## config.mk

```make
export PLATFORM = sky130hd
export DESIGN_NAME = sscr_status_reg
export DESIGN_NICKNAME = d
export VERILOG_FILES = /design/src/hdl/sscr_pkg.sv /design/src/hdl/sscr_det_if.sv /design/src/hdl/sscr_status_reg.sv /design/src/hdl/sscr_det_sync.sv
export SDC_FILE = /design/constraint.sdc
export NUM_CORES = 1
export LEC_CHECK = 0
export ABC_AREA = 1
export BUFFER_PORTS_ARGS = -buffer_cell sky130_fd_sc_hd__buf_2
export CAP_MARGIN = 20
export CORE_AREA = 3 3 341 343
export DETAILED_ROUTE_END_ITERATION = 12
export DIE_AREA = 0 0 344 346
export PLACE_DENSITY_LB_ADDON = 0.05
export SLEW_MARGIN = 25
export SYNTH_ARGS = -nofsm -noshare
export SYNTH_HDL_FRONTEND = slang
export SYNTH_SLANG_ARGS = --single-unit
```

## constraint.sdc

```tcl
create_clock -name clk_i -period 1.1 [get_ports clk_i]
set_input_delay 0.275 -clock clk_i [delete_from_list [all_inputs] [get_ports clk_i]]
set_output_delay 0.275 -clock clk_i [all_outputs]
set_load 0.03 [all_outputs]
```

## src/hdl/sscr_pkg.sv

```systemverilog
// sscr_pkg: constants for the system status and self-check register
// assumes: 32-bit register data, 9-bit word address from the serial frame decoder
package sscr_pkg;

  // ------------------------------------------------------------
  // register map
  // ------------------------------------------------------------
  localparam int unsigned ADDR_W            = 9;
  localparam int unsigned DATA_W            = 32;
  localparam logic [8:0]  SYS_CTRL_ADDR     = 9'h180;

  // ------------------------------------------------------------
  // field positions
  // ------------------------------------------------------------
  localparam int unsigned SUPPLY_LOW_BIT    = 28;
  localparam int unsigned CRYSTAL_FAIL_BIT  = 27;
  localparam int unsigned RSVD_ZERO_BIT     = 23;
  localparam int unsigned SUPPLY_LATCH_BIT  = 22;
  localparam int unsigned LEAK_BIT          = 21;
  localparam int unsigned SELFCHK_FAIL_BIT  = 20;
  localparam int unsigned CFG_VERIFY_BIT    = 19;
  localparam int unsigned CHK_LO_POS        = 0;
  localparam int unsigned CHK_HI_POS        = 16;
  localparam int unsigned CHK_W             = 9;
  localparam int unsigned SHADOW_W          = 25;

  // ------------------------------------------------------------
  // reset values and constants
  // ------------------------------------------------------------
  localparam logic [24:0] SHADOW_RST        = 25'h000_0000;
  localparam logic        SELFCHK_FAIL_RST  = 1'b1;
  localparam logic        CFG_VERIFY_RST    = 1'b1;
  localparam logic [31:0] CFG_SUM_PASS      = 32'hFFFF_FFFF;
  localparam int unsigned CFG_WORDS         = 24;
  localparam int unsigned SYNC_STAGES       = 2;

endpackage

```

## src/hdl/sscr_det_if.sv

```systemverilog
// sscr_det_if: detector levels between the synchroniser and the register
// assumes: one clock domain, levels already free of glitches at the analog side
`timescale 1ns/1ps
interface sscr_det_if;
  logic supply_low;
  logic crystal_fail;
  logic leak;

  modport sync_side (output supply_low, output crystal_fail, output leak);
  modport reg_side  (input  supply_low, input  crystal_fail, input  leak);
endinterface

```

## src/hdl/sscr_status_reg.sv

```systemverilog
// sscr_status_reg: status and self-check part of the system control register
// assumes: register accesses arrive as one-cycle strobes from the serial frame decoder;
// detector inputs come straight from the analog comparators
//
// Operation
// - supply-low flag reads 1 while the supply is below 2.8 V and 0 above it.
// - crystal-fail flag in bit 27 is set while the crystal is stopped.
// - a stopped crystal switches the serial interface clock to the RC backup clock.
// - bit 23 reads 0 but its written value still takes part in the self-check.
// - any reset clears the supply-low latch in bit 22.
// - the supply-low latch is set whenever the supply-low flag is high.
// - the supply-low latch holds while the supply-low flag is low and the register is not written.
// - a write to the register while the supply-low flag is low clears the supply-low latch whatever the data.
// - the leakage flag in bit 21 follows the reference capacitor leak detector.
// - host reads and writes never alter the leakage flag.
// - the self-check fail flag in bit 20 reads 1 after reset.
// - the self-check fail flag is 0 only when bits 24..16 are the inverse of bits 8..0.
// - only a write of the exact inverse pattern clears the self-check fail flag.
// - the configuration check result is readable in bit 19.
// - the config words plus the checksum word must sum to all ones, else bit 19 reads 1.
`timescale 1ns/1ps
module sscr_status_reg #(
  parameter int unsigned NUM_CFG = sscr_pkg::CFG_WORDS
) (
  input  wire logic                                clk_i,
  input  wire logic                                rst_b_i,
  // register access from the serial frame decoder
  input  wire logic                                reg_wr_i,
  input  wire logic                                reg_rd_i,
  input  wire logic [sscr_pkg::ADDR_W-1:0]         reg_addr_i,
  input  wire logic [sscr_pkg::DATA_W-1:0]         reg_wdata_i,
  output logic [sscr_pkg::DATA_W-1:0]              reg_rdata_o,
  output logic                                     reg_rvalid_o,
  // analog detectors
  input  wire logic                                supply_low_raw_i,
  input  wire logic                                crystal_fail_raw_i,
  input  wire logic                                leak_raw_i,
  // protected configuration words and checksum word
  input  wire logic [NUM_CFG-1:0][sscr_pkg::DATA_W-1:0] cfg_words_i,
  input  wire logic [sscr_pkg::DATA_W-1:0]         cksum_i,
  // status outputs
  output logic                                     uart_rc_clk_sel_o,
  output logic                                     supply_low_latch_o,
  output logic                                     selfcheck_fail_o,
  output logic                                     cfg_verify_fail_o
);

  // ------------------------------------------------------------
  // helpers
  // ------------------------------------------------------------
  function automatic logic [31:0] sscr_cfg_sum(
    input logic [NUM_CFG-1:0][31:0] words,
    input logic [31:0]              ck
  );
    logic [31:0] acc;
    acc = ck;
    for (int i = 0; i < NUM_CFG; i++) begin
      acc = acc + words[i];
    end
    return acc;
  endfunction

  function automatic logic sscr_is_inverse(input logic [24:0] sh);
    return (sh[sscr_pkg::CHK_HI_POS +: sscr_pkg::CHK_W] ==
            ~sh[sscr_pkg::CHK_LO_POS +: sscr_pkg::CHK_W]);
  endfunction

  // ------------------------------------------------------------
  // detector synchronisation
  // ------------------------------------------------------------
  sscr_det_if det ();

  sscr_det_sync u_sync (
    .clk_i              (clk_i),
    .rst_b_i            (rst_b_i),
    .supply_low_raw_i   (supply_low_raw_i),
    .crystal_fail_raw_i (crystal_fail_raw_i),
    .leak_raw_i         (leak_raw_i),
    .det                (det)
  );

  // ------------------------------------------------------------
  // decode
  // ------------------------------------------------------------
  wire logic hit;
  wire logic wr_hit;
  wire logic rd_hit;

  assign hit    = (reg_addr_i == sscr_pkg::SYS_CTRL_ADDR);
  assign wr_hit = reg_wr_i && hit;
  assign rd_hit = reg_rd_i && hit;

  // ------------------------------------------------------------
  // state
  // ------------------------------------------------------------
  logic [sscr_pkg::SHADOW_W-1:0] shadow_q;
  logic [sscr_pkg::SHADOW_W-1:0] shadow_d;
  logic                          latch_q;
  logic                          latch_d;
  logic                          selfchk_q;
  logic                          selfchk_d;
  logic                          cfg_fail_q;
  logic                          cfg_fail_d;
  logic [sscr_pkg::DATA_W-1:0]   rdata_q;
  logic [sscr_pkg::DATA_W-1:0]   rdata_d;
  logic                          rvalid_q;
  logic [sscr_pkg::DATA_W-1:0]   read_word;

  // host copy of the self-check bits, only a write changes it
  assign shadow_d = wr_hit ? reg_wdata_i[sscr_pkg::SHADOW_W-1:0] : shadow_q;

  // set beats the write clear so no supply dip is lost
  assign latch_d = det.supply_low ? 1'b1 :
                   wr_hit         ? 1'b0 :
                                    latch_q;

  // shadow only moves on writes, so only a write can clear this
  assign selfchk_d = ~sscr_is_inverse(shadow_d);

  assign cfg_fail_d = (sscr_cfg_sum(cfg_words_i, cksum_i) != sscr_pkg::CFG_SUM_PASS);

  // ------------------------------------------------------------
  // read word
  // ------------------------------------------------------------
  always_comb begin
    read_word                                = 32'h0000_0000;
    read_word[sscr_pkg::SHADOW_W-1:0]        = shadow_q;
    read_word[sscr_pkg::RSVD_ZERO_BIT]       = 1'b0;
    read_word[sscr_pkg::SUPPLY_LOW_BIT]      = det.supply_low;
    read_word[sscr_pkg::CRYSTAL_FAIL_BIT]    = det.crystal_fail;
    read_word[sscr_pkg::SUPPLY_LATCH_BIT]    = latch_q;
    read_word[sscr_pkg::LEAK_BIT]            = det.leak;
    read_word[sscr_pkg::SELFCHK_FAIL_BIT]    = selfchk_q;
    read_word[sscr_pkg::CFG_VERIFY_BIT]      = cfg_fail_q;
  end

  // unmapped address reads as zero
  assign rdata_d = rd_hit   ? read_word :
                   reg_rd_i ? 32'h0000_0000 :
                              rdata_q;

  // ------------------------------------------------------------
  // registers
  // ------------------------------------------------------------
  always_ff @(posedge clk_i or negedge rst_b_i) begin
    if (!rst_b_i) begin
      shadow_q   <= sscr_pkg::SHADOW_RST;
      latch_q    <= 1'b0;
      selfchk_q  <= sscr_pkg::SELFCHK_FAIL_RST;
      cfg_fail_q <= sscr_pkg::CFG_VERIFY_RST;
    end else begin
      shadow_q   <= shadow_d;
      latch_q    <= latch_d;
      selfchk_q  <= selfchk_d;
      cfg_fail_q <= cfg_fail_d;
    end
  end

  always_ff @(posedge clk_i or negedge rst_b_i) begin
    if (!rst_b_i) begin
      rdata_q  <= 32'h0000_0000;
      rvalid_q <= 1'b0;
    end else begin
      rdata_q  <= rdata_d;
      rvalid_q <= reg_rd_i;
    end
  end

  // ------------------------------------------------------------
  // outputs
  // ------------------------------------------------------------
  assign reg_rdata_o        = rdata_q;
  assign reg_rvalid_o       = rvalid_q;
  assign uart_rc_clk_sel_o  = det.crystal_fail;
  assign supply_low_latch_o = latch_q;
  assign selfcheck_fail_o   = selfchk_q;
  assign cfg_verify_fail_o  = cfg_fail_q;

endmodule

```

## src/hdl/sscr_det_sync.sv

```systemverilog
// sscr_det_sync: two-stage synchroniser for the analog detector levels
// assumes: detector levels may change at any time relative to clk_i
`timescale 1ns/1ps
module sscr_det_sync (
  input  wire logic      clk_i,
  input  wire logic      rst_b_i,
  input  wire logic      supply_low_raw_i,
  input  wire logic      crystal_fail_raw_i,
  input  wire logic      leak_raw_i,
  sscr_det_if.sync_side  det
);

  logic [2:0] meta_q;
  logic [2:0] sync_q;

  // ------------------------------------------------------------
  // first stage read only by the second
  // ------------------------------------------------------------
  always_ff @(posedge clk_i or negedge rst_b_i) begin
    if (!rst_b_i) begin
      meta_q <= 3'h0;
      sync_q <= 3'h0;
    end else begin
      meta_q <= {leak_raw_i, crystal_fail_raw_i, supply_low_raw_i};
      sync_q <= meta_q;
    end
  end

  assign det.supply_low   = sync_q[0];
  assign det.crystal_fail = sync_q[1];
  assign det.leak         = sync_q[2];

endmodule

```

Yosys cells after proc, flatten, opt, wreduce, memory -nomap -nowiden --
Cells that the tools add are included.
Storage, ports and cells: register bits 67, input bits 848, output and inout bits 37, logic and storage cells 47
Cells by class: add/subtract/negate cells 24, equality and inequality tests 3, multiplexer cells 5, bitwise logic cells 2, reduce and logical (&&, ||, !) cells 4
Operators with widths (number):
- adder 32 bit | 24
- two-way mux 32 bit | 2
- != test 32 bit, second input constant | 1
- two-way mux 25 bit | 1
- equality test 9 bit | 1
- equality test 9 bit, second input constant | 1
- inverter 9 bit | 1
- nonzero test 2 bit | 2
- logical AND 1 bit | 2
- two-way mux 1 bit | 2
- inverter 1 bit | 1

Depth between registers and ports, before layout --
Gate-level depths: netlist (run 1).
depth in word-level cells 25, mapped depth 31, depth with buffers taken out 31

By module --
Synthesis (run 1) repeated with hierarchy kept, for this count alone.
Unflattened totals: cell total of the unflattened synthesis 1873, area total of the unflattened synthesis 20658.6 um^2
Modules (own cells, without submodules):
- sscr_status_reg | instances 1, cells each 1867, area an instance 20508.4 um^2, seq. area each 1378.8 um^2
- sscr_det_sync | instances 1, cells each 6, area an instance 150.1 um^2, seq. area each 150.1 um^2

Worst setup path before layout (run 1) --
Ideal clock, no wire load.
kind in2reg, start input cfg_words_i[674] (netlist bit), end register cfg_fail_q (netlist: cfg_verify_fail_o), arrival time 5514 ps, required time 1012 ps, slack -4502 ps, stages on the path 28, path buffers 0, cell sequence fa_1 -> inv_1 -> fa_1 -> fa_1 -> inv_1 -> fa_1 -> inv_1 -> fa_1 -> fa_1 -> inv_1 -> ha_1 -> ha_1 -> inv_1 -> fa_1 -> inv_1 -> nand3_1 -> nand2_1 -> nand2_1 -> nand2_1 -> nand2_1 -> nand2_1 -> a21oi_1 -> xnor2_1 -> nand2_1 -> nor2_1 -> nand4_1 -> nor2_1 -> nand4_1
Between the ends: word-level cells in the longest chain between the ends 4
Ends and longest elaborated chain:
- start: declaration | RTL line sscr_status_reg.sv:39 | input wire logic [NUM_CFG-1:0][sscr_pkg::DATA_W-1:0] cfg_words_i,
- adder 32 bit (3 in a row) | RTL line sscr_status_reg.sv:58 | acc = acc + words[i];
- != test 32 bit | RTL line sscr_status_reg.sv:120 | assign cfg_fail_d = (sscr_cfg_sum(cfg_words_i, cksum_i) != sscr_pkg::CFG_SUM_PASS);
- via cfg_fail_d | RTL line sscr_status_reg.sv:103 | logic cfg_fail_d;
- end signal: assignment | RTL line sscr_status_reg.sv:150 | cfg_fail_q <= sscr_pkg::CFG_VERIFY_RST;
- end signal: assignment | RTL line sscr_status_reg.sv:155 | cfg_fail_q <= cfg_fail_d;
- end: declaration | RTL line sscr_status_reg.sv:102 | logic cfg_fail_q;
The timed path passes the listed nets, and every way through them passes these cells. A chain may end at the register's enable or synchronous reset.

Worst setup path after layout (run 1) --
start input cfg_words_i[678] (netlist bit), end register cfg_fail_q (netlist: cfg_verify_fail_o)
The elaborated chain is that of the path after synthesis.

==> results.ini, run 1 <==
[sta]
relSlewSlack = 0.425
drv_slew = 0
skew_ns = 0.0104
finalHoldViolations = 0
whs_ns = 0.0365
setup_slack_ns = -4.72
grt_setup_unrepaired = yes
period_needed_ns = 5.82
setup_viol = 85
post-route-period-util = 5.29
tightest_slew_ns = 0.863
fmax_mhz = 172

[logic_synthesis]
yosysWarnings = 0
syn_area_um2 = 21000
syn_inst = 1944
synth_seq_cells = 61
avgSynthCellArea_um2 = 10.8
synth_edf_count = 0
synth_ff_type = dfrtp_1
synth.distinct_cells = 40
netlist_top_cells_area = fa_1, inv_1, dfrtp_1
yosys-top-cells-count = fa_1, inv_1, nand2_1
ys_seq_area_frac = 0.0729
synth_top_cell_area_share = 0.662
synth_most_common_cell = fa_1
synth_area_leader_cell = fa_1
async_flop_share = 1.00

[cells_and_area]
synthToLayoutAreaGrowth_pct = 42.3
final_cell_count_no_fill = 4493
final_core_util = 0.262
drive_above_1_share = 0.399
fin_nets = 4553

[clock_tree]
cts_max_level = 3
cts_tree = built
cts_sinks = 61
clk-insertion-delay-late_ns = 0.35
cts.reportedPaths.clkPinSlew_ns = 0.07
clk_path_buf_depth = 2
cts-root-buf = clkbuf_16
cts_buffers = 9

[worst_hold_path]
min_path_type = in2reg
min_path_cells = 1

[drt]
top_layer_used = met5
drc_errors = 0
wl_per_cell_um = 17.9
wl_met1_mm = 29.4
wl_met2_mm = 45.9
drt-total-wl_mm = 80.6
dr.pass1.iters = 6
dr_total_vias = 16100
dr_wl_met3_mm = 4.49
vias_per_cell = 3.58
dr.first_iter.drc_count = 336
antenna_left = 0

[run]
drv_cap = 0

[setup_path]
worstSetupEndpointType = flop
crit_type = in2reg
worstPathArrival_ns = 6.09
r2r_cells = 5
cp_slowest_cell = fa_1
startpoint_type = input port
crit_chain = buf_2, fa_1, inv_1, fa_1, fa_1, fa_1, fa_1, fa_1, fa_1, inv_1, ha_4, nand2_2, nor3_2, nand2_1, o211ai_4, or2_2, nand4_1, nor2_2, nand4_1, nor2_2, nand4_1, nor2_1, nand4_1
crit_cells = 23
worst-path-buf-inv = 3
worstPathMaxFanout = 5
critical_path.top_delay_family = adder cells
crit_required_ns = 1.38
crit_top_cell = fa_1
crit_path_max_incr_delay_ns = 0.59

[place]
dp_cells = 4440
dpl.hpwl_mm = 77.7
place.gp.congestion = 0.852
preCtsSetupSlack_ns = -5.38
port_buffers = 871

[grt]
grt_antenna_before_repair = 15
track_usage = 0.138
grt_max_degree = 50
grt_pass1_vias = 20900
grt_pass1_wl_mm = 124
grt-ovfl-total = 0

[floorplanning]
dieWidth_um = 344
coreArea_um2 = 114000
die_area_um2 = 119000
dieHeight_um = 346
num_rows = 124
start_util = 0.184
pin_count = 885

[outcome]
status = finished, violations left
failed_checks = negative setup slack

[timing repair]
item                                    4_1_cts  5_1_grt
hold buffers                                  1        0
pin swaps                                    15       24
buffers inserted                             17       19
gates resized for setup                     171       59
endpoints found under the setup margin       85       85
cloned                                        6        0
hold endpoints to repair                     11        0
[stage by stage]
step | setup TNS, ns | instance area, um^2
2_1_floorplan | -9.41 | 21300
3_3_place_gp | -45.29 | 28400
3_5_place_dp | -46.95 | 28400
4_1_cts | -26.17 | 29600
5_1_grt | -30.91 | 29800
6_report | -28.82 | 29900
[cell type report]
type / count / area, um^2
inverter: 693 / 2610
fill: 12400 / 84000
clock buffer: 9 / 225
multi-input combinational: 1180 / 17600
sequential: 61 / 1530
timing repair buffer: 1025 / 5950
clock inverter: 7 / 75.1
tap: 1512 / 1890
antenna: 6 / 15.0
[state kept, by name, indices dropped and copies added (netlist names)]
name	count
cfg_verify_fail_o	1
u_sync.meta_q	3
shadow_q	25
reg_rvalid_o	1
u_sync.sync_q	3
supply_low_latch_o	1
selfcheck_fail_o	1
reg_rdata_o	26
[placed cells by master, fill, tap and decap left out, types with 14 or more instances in the layout]
master,count
buf_2,838
fa_1,689
inv_1,687
buf_4,124
nand2_1,109
dfrtp_1,58
buf_6,49
xnor2_1,35
nor2_1,33
ha_1,28
nand2_2,26
a21oi_1,26
xor2_1,23
nand3_1,19
o22ai_2,17
o21ai_0,16
o21ai_1,14
nand4_1,14
nand2_4,14
[routing by layer]
metal / GRT usage / vias up
li1: - / 7471
met1: 0.155 / 8101
met2: 0.274 / 479
met3: 0.0223 / 39
met4: 0.0166 / 16
met5: 0 / -
[cell families after synthesis]
| kind of cell | Yosys count | share of synthesized area |
|---|---|---|
| buffers and inverters | 710 | 0.129 |
| and+or+nand+nor | 258 | 0.0535 |
| xor gates and xnor gates | 58 | 0.0242 |
| adders and majority gates | 735 | 0.687 |
| AOI/OAI and AO/OA | 121 | 0.0338 |
| DFF | 61 | 0.0729 |
| other | 1 | 0.000179 |
[final timing paths]
kind                                             from                          end  slack [ns]
max in group asynchronous                     rst_b_i   selfcheck_fail_o$_DFF_PN1_        0.24
setup / recovery                     cfg_words_i[678]  cfg_verify_fail_o$_DFF_PN1_       -4.72
min in group asynchronous                     rst_b_i   reg_rdata_o[8]$_DFFE_PN0P_        0.29
hold / removal                       supply_low_raw_i   u_sync.meta_q[0]$_DFF_PN0_        0.04
hold reg to reg            u_sync.meta_q[0]$_DFF_PN0_   u_sync.sync_q[0]$_DFF_PN0_        0.35
setup reg to reg                shadow_q[3]$_DFF_PN0_   selfcheck_fail_o$_DFF_PN1_       -0.07
Power of run 1 is left out: the tool's default activity adds up to more than one toggle a clock period on the data nets, which glitch-free logic cannot reach.
==> inputs of run 2 (changes only) <==
==> constraint.sdc (replaced) <==
create_clock -name clk_i -period 1.1 [get_ports clk_i]
set_input_delay 0.275 -clock clk_i [delete_from_list [all_inputs] [get_ports clk_i]]
set_output_delay 0.275 -clock clk_i [all_outputs]
set_load 0.1 [all_outputs]
==> run 2 against run 1 <==
  * The run still ends with negative setup slack left
  * Cell count rose by 0.27%
  * First-iteration DRC count rose by 4.2%
  * Non-clock buffer count rose by 8
  * Flip-flop and latch count did not move
  * Worst hold slack got worse by 0.0029 ns
  * Routed wire length fell by 1.1%
  * Critical path type unchanged
  * Largest cell class unchanged
==> results.ini, run 2 (synthesis gave the netlist of run 1 again) <==
[sta]
relSlewSlack = 0.556  ; +0.131
setup_viol = 85  ; unchanged
post-route-period-util = 5.30  ; +0.00910
skew_ns = 0.00869  ; -0.00172 ns
grt_setup_unrepaired = yes
fmax_mhz = 172  ; -0.17%
drv_slew = 0  ; unchanged
setup_slack_ns = -4.73  ; -0.0100 ns
period_needed_ns = 5.83  ; +0.0100 ns
finalHoldViolations = 0  ; unchanged
tightest_slew_ns = 0.664  ; -0.199 ns

[outcome]
status = finished, violations left
failed_checks = negative setup slack

[clock_tree]
cts_sinks = 61  ; unchanged
clk_path_buf_depth = 2  ; unchanged
cts_tree = built
cts_max_level = 3  ; unchanged
clk-insertion-delay-late_ns = 0.34  ; about the same
cts_buffers = 9  ; unchanged
cts-root-buf = clkbuf_16
cts.reportedPaths.clkPinSlew_ns = 0.07  ; about the same

[floorplanning]
dieWidth_um = 344  ; unchanged
coreArea_um2 = 114000  ; unchanged
start_util = 0.184  ; unchanged
die_area_um2 = 119000  ; unchanged
num_rows = 124  ; unchanged
dieHeight_um = 346  ; unchanged
pin_count = 885  ; unchanged

[drt]
vias_per_cell = 3.59  ; about the same
drc_errors = 0  ; unchanged
dr.pass1.iters = 4  ; -2
wl_per_cell_um = 17.7  ; -1.3%
dr.first_iter.drc_count = 350  ; +4.2%
drt-total-wl_mm = 79.7  ; -1.1%
dr_total_vias = 16200  ; +0.36%
antenna_left = 0  ; unchanged

[place]
place.gp.congestion = 0.823  ; -3.3%
port_buffers = 871  ; unchanged
dpl_cell_area_um2 = 29100  ; +2.3%
dpl.hpwl_mm = 77.4  ; -0.39%

[grt]
grt_max_degree = 27  ; -46%
track_usage = 0.136  ; -0.00192
grt_pass1_vias = 21100  ; +0.99%
grt-ovfl-total = 0  ; unchanged
grt_antenna_before_repair = 14  ; -1
grt_pass1_wl_mm = 123  ; -0.96%

[cells_and_area]
final_area_um2 = 30400  ; +1.9%
synthToLayoutAreaGrowth_pct = 45.1
final_common_cell = buf_2
fin_nets = 4561  ; +0.18%
largest_register_ffs = 26  ; unchanged
layout_common_cells = buf_2, fa_1, inv_1, buf_4, nand2_1
nFillCells = 12300  ; -0.26%
drive_above_1_share = 0.415  ; +0.0164

[setup_path]
worstPathArrival_ns = 6.09  ; about the same
worstSetupEndpointType = flop
crit_path_max_incr_delay_ns = 0.61  ; +0.02 ns
crit_required_ns = 1.37  ; about the same
crit_type = in2reg
cp_slowest_cell = fa_2
worstPathMaxFanout = 4  ; -1
startpoint_type = input port

[worst_hold_path]
min_path_type = in2reg

[run]
drv_cap = 0  ; unchanged

[run 2: cell types whose count changed in the layout (fill, tap and decap cells not counted), sizes merged]
| cell | change |
|---|---|
| diode | +4 |
| inv | +1 |
| buf | +8 |
| clkinv | -2 |
| clkinvlp | +1 |
[run 2: what timing repair did]
action                                 in CTS  in global routing
endpoints found under the hold margin       6                  0
gates resized for setup                   116                 78
gates cloned                                5                  0
hold buffers                                1                  0
pin swaps                                  27                 18
setup buffers                              18                 16
setup endpoints to repair                  77                 85
[run 2: worst paths after layout]
check / startpoint / end / slack [ns] / depth (start not counted)
max reg2reg: shadow_q[24]$_DFF_PN0_ / selfcheck_fail_o$_DFF_PN1_ / -0.11 / 5
max in group asynchronous: rst_b_i / selfcheck_fail_o$_DFF_PN1_ / 0.19 / 3
max: cfg_words_i[328] / cfg_verify_fail_o$_DFF_PN1_ / -4.73 / 26
min in group asynchronous: rst_b_i / shadow_q[10]$_DFFE_PN0P_ / 0.37 / 2
min reg2reg: u_sync.meta_q[2]$_DFF_PN0_ / u_sync.sync_q[2]$_DFF_PN0_ / 0.35 / 0
min: crystal_fail_raw_i / u_sync.meta_q[1]$_DFF_PN0_ / 0.03 / 1
[run 2: critical path: cells and delay by family]
| family | cells | cell delay, ns |
|---|---|---|
| AO/OA/AOI/OAI | 1 | 0.07 |
| buffers and inverters | 4 | 0.41 |
| adder cells (fa/ha/maj) | 8 | 3.92 |
| AND/OR/NAND/NOR | 13 | 1.40 |
[run 2: final cells by class]
class / count / area [um^2] / share of cell area
Timing Repair Buffer: 1033 / 6360 / 0.209
Inverter: 693 / 2600 / 0.0856
Tap cell: 1512 / 1890 / 0.0622
Antenna cell: 10 / 25.0 / 0.000822
Clock buffer: 9 / 225 / 0.00740
Multi-Input combinational cell: 1180 / 17700 / 0.581
Clock inverter: 7 / 73.8 / 0.00243
Sequential cell: 61 / 1570 / 0.0517
[run 2: through the flow]
stage                     TNS (ns)   util  std cells  hold slack, ns  setup slack (ns)
after floorplan              -9.47      -       1949         -0.0206             -4.31
after global placement      -34.03  0.255       4453           0.199             -5.45
after detailed placement    -34.51  0.255       4453           0.212             -5.39
after CTS                   -17.62  0.264       4489          0.0201             -4.77
after global routing        -30.37  0.267       4499          0.0203             -5.11
final                       -25.21  0.267       4505          0.0336             -4.73
[run 2: layer usage]
metal,GRT usage,part of all wire,vias to the layer above
met5,0,0.00059,-
met4,0.0129,0.0066,8
met3,0.0203,0.055,37
met2,0.271,0.57,499
met1,0.154,0.37,8123
li1,-,-,7497
Power of run 2 is left out for the same reason.
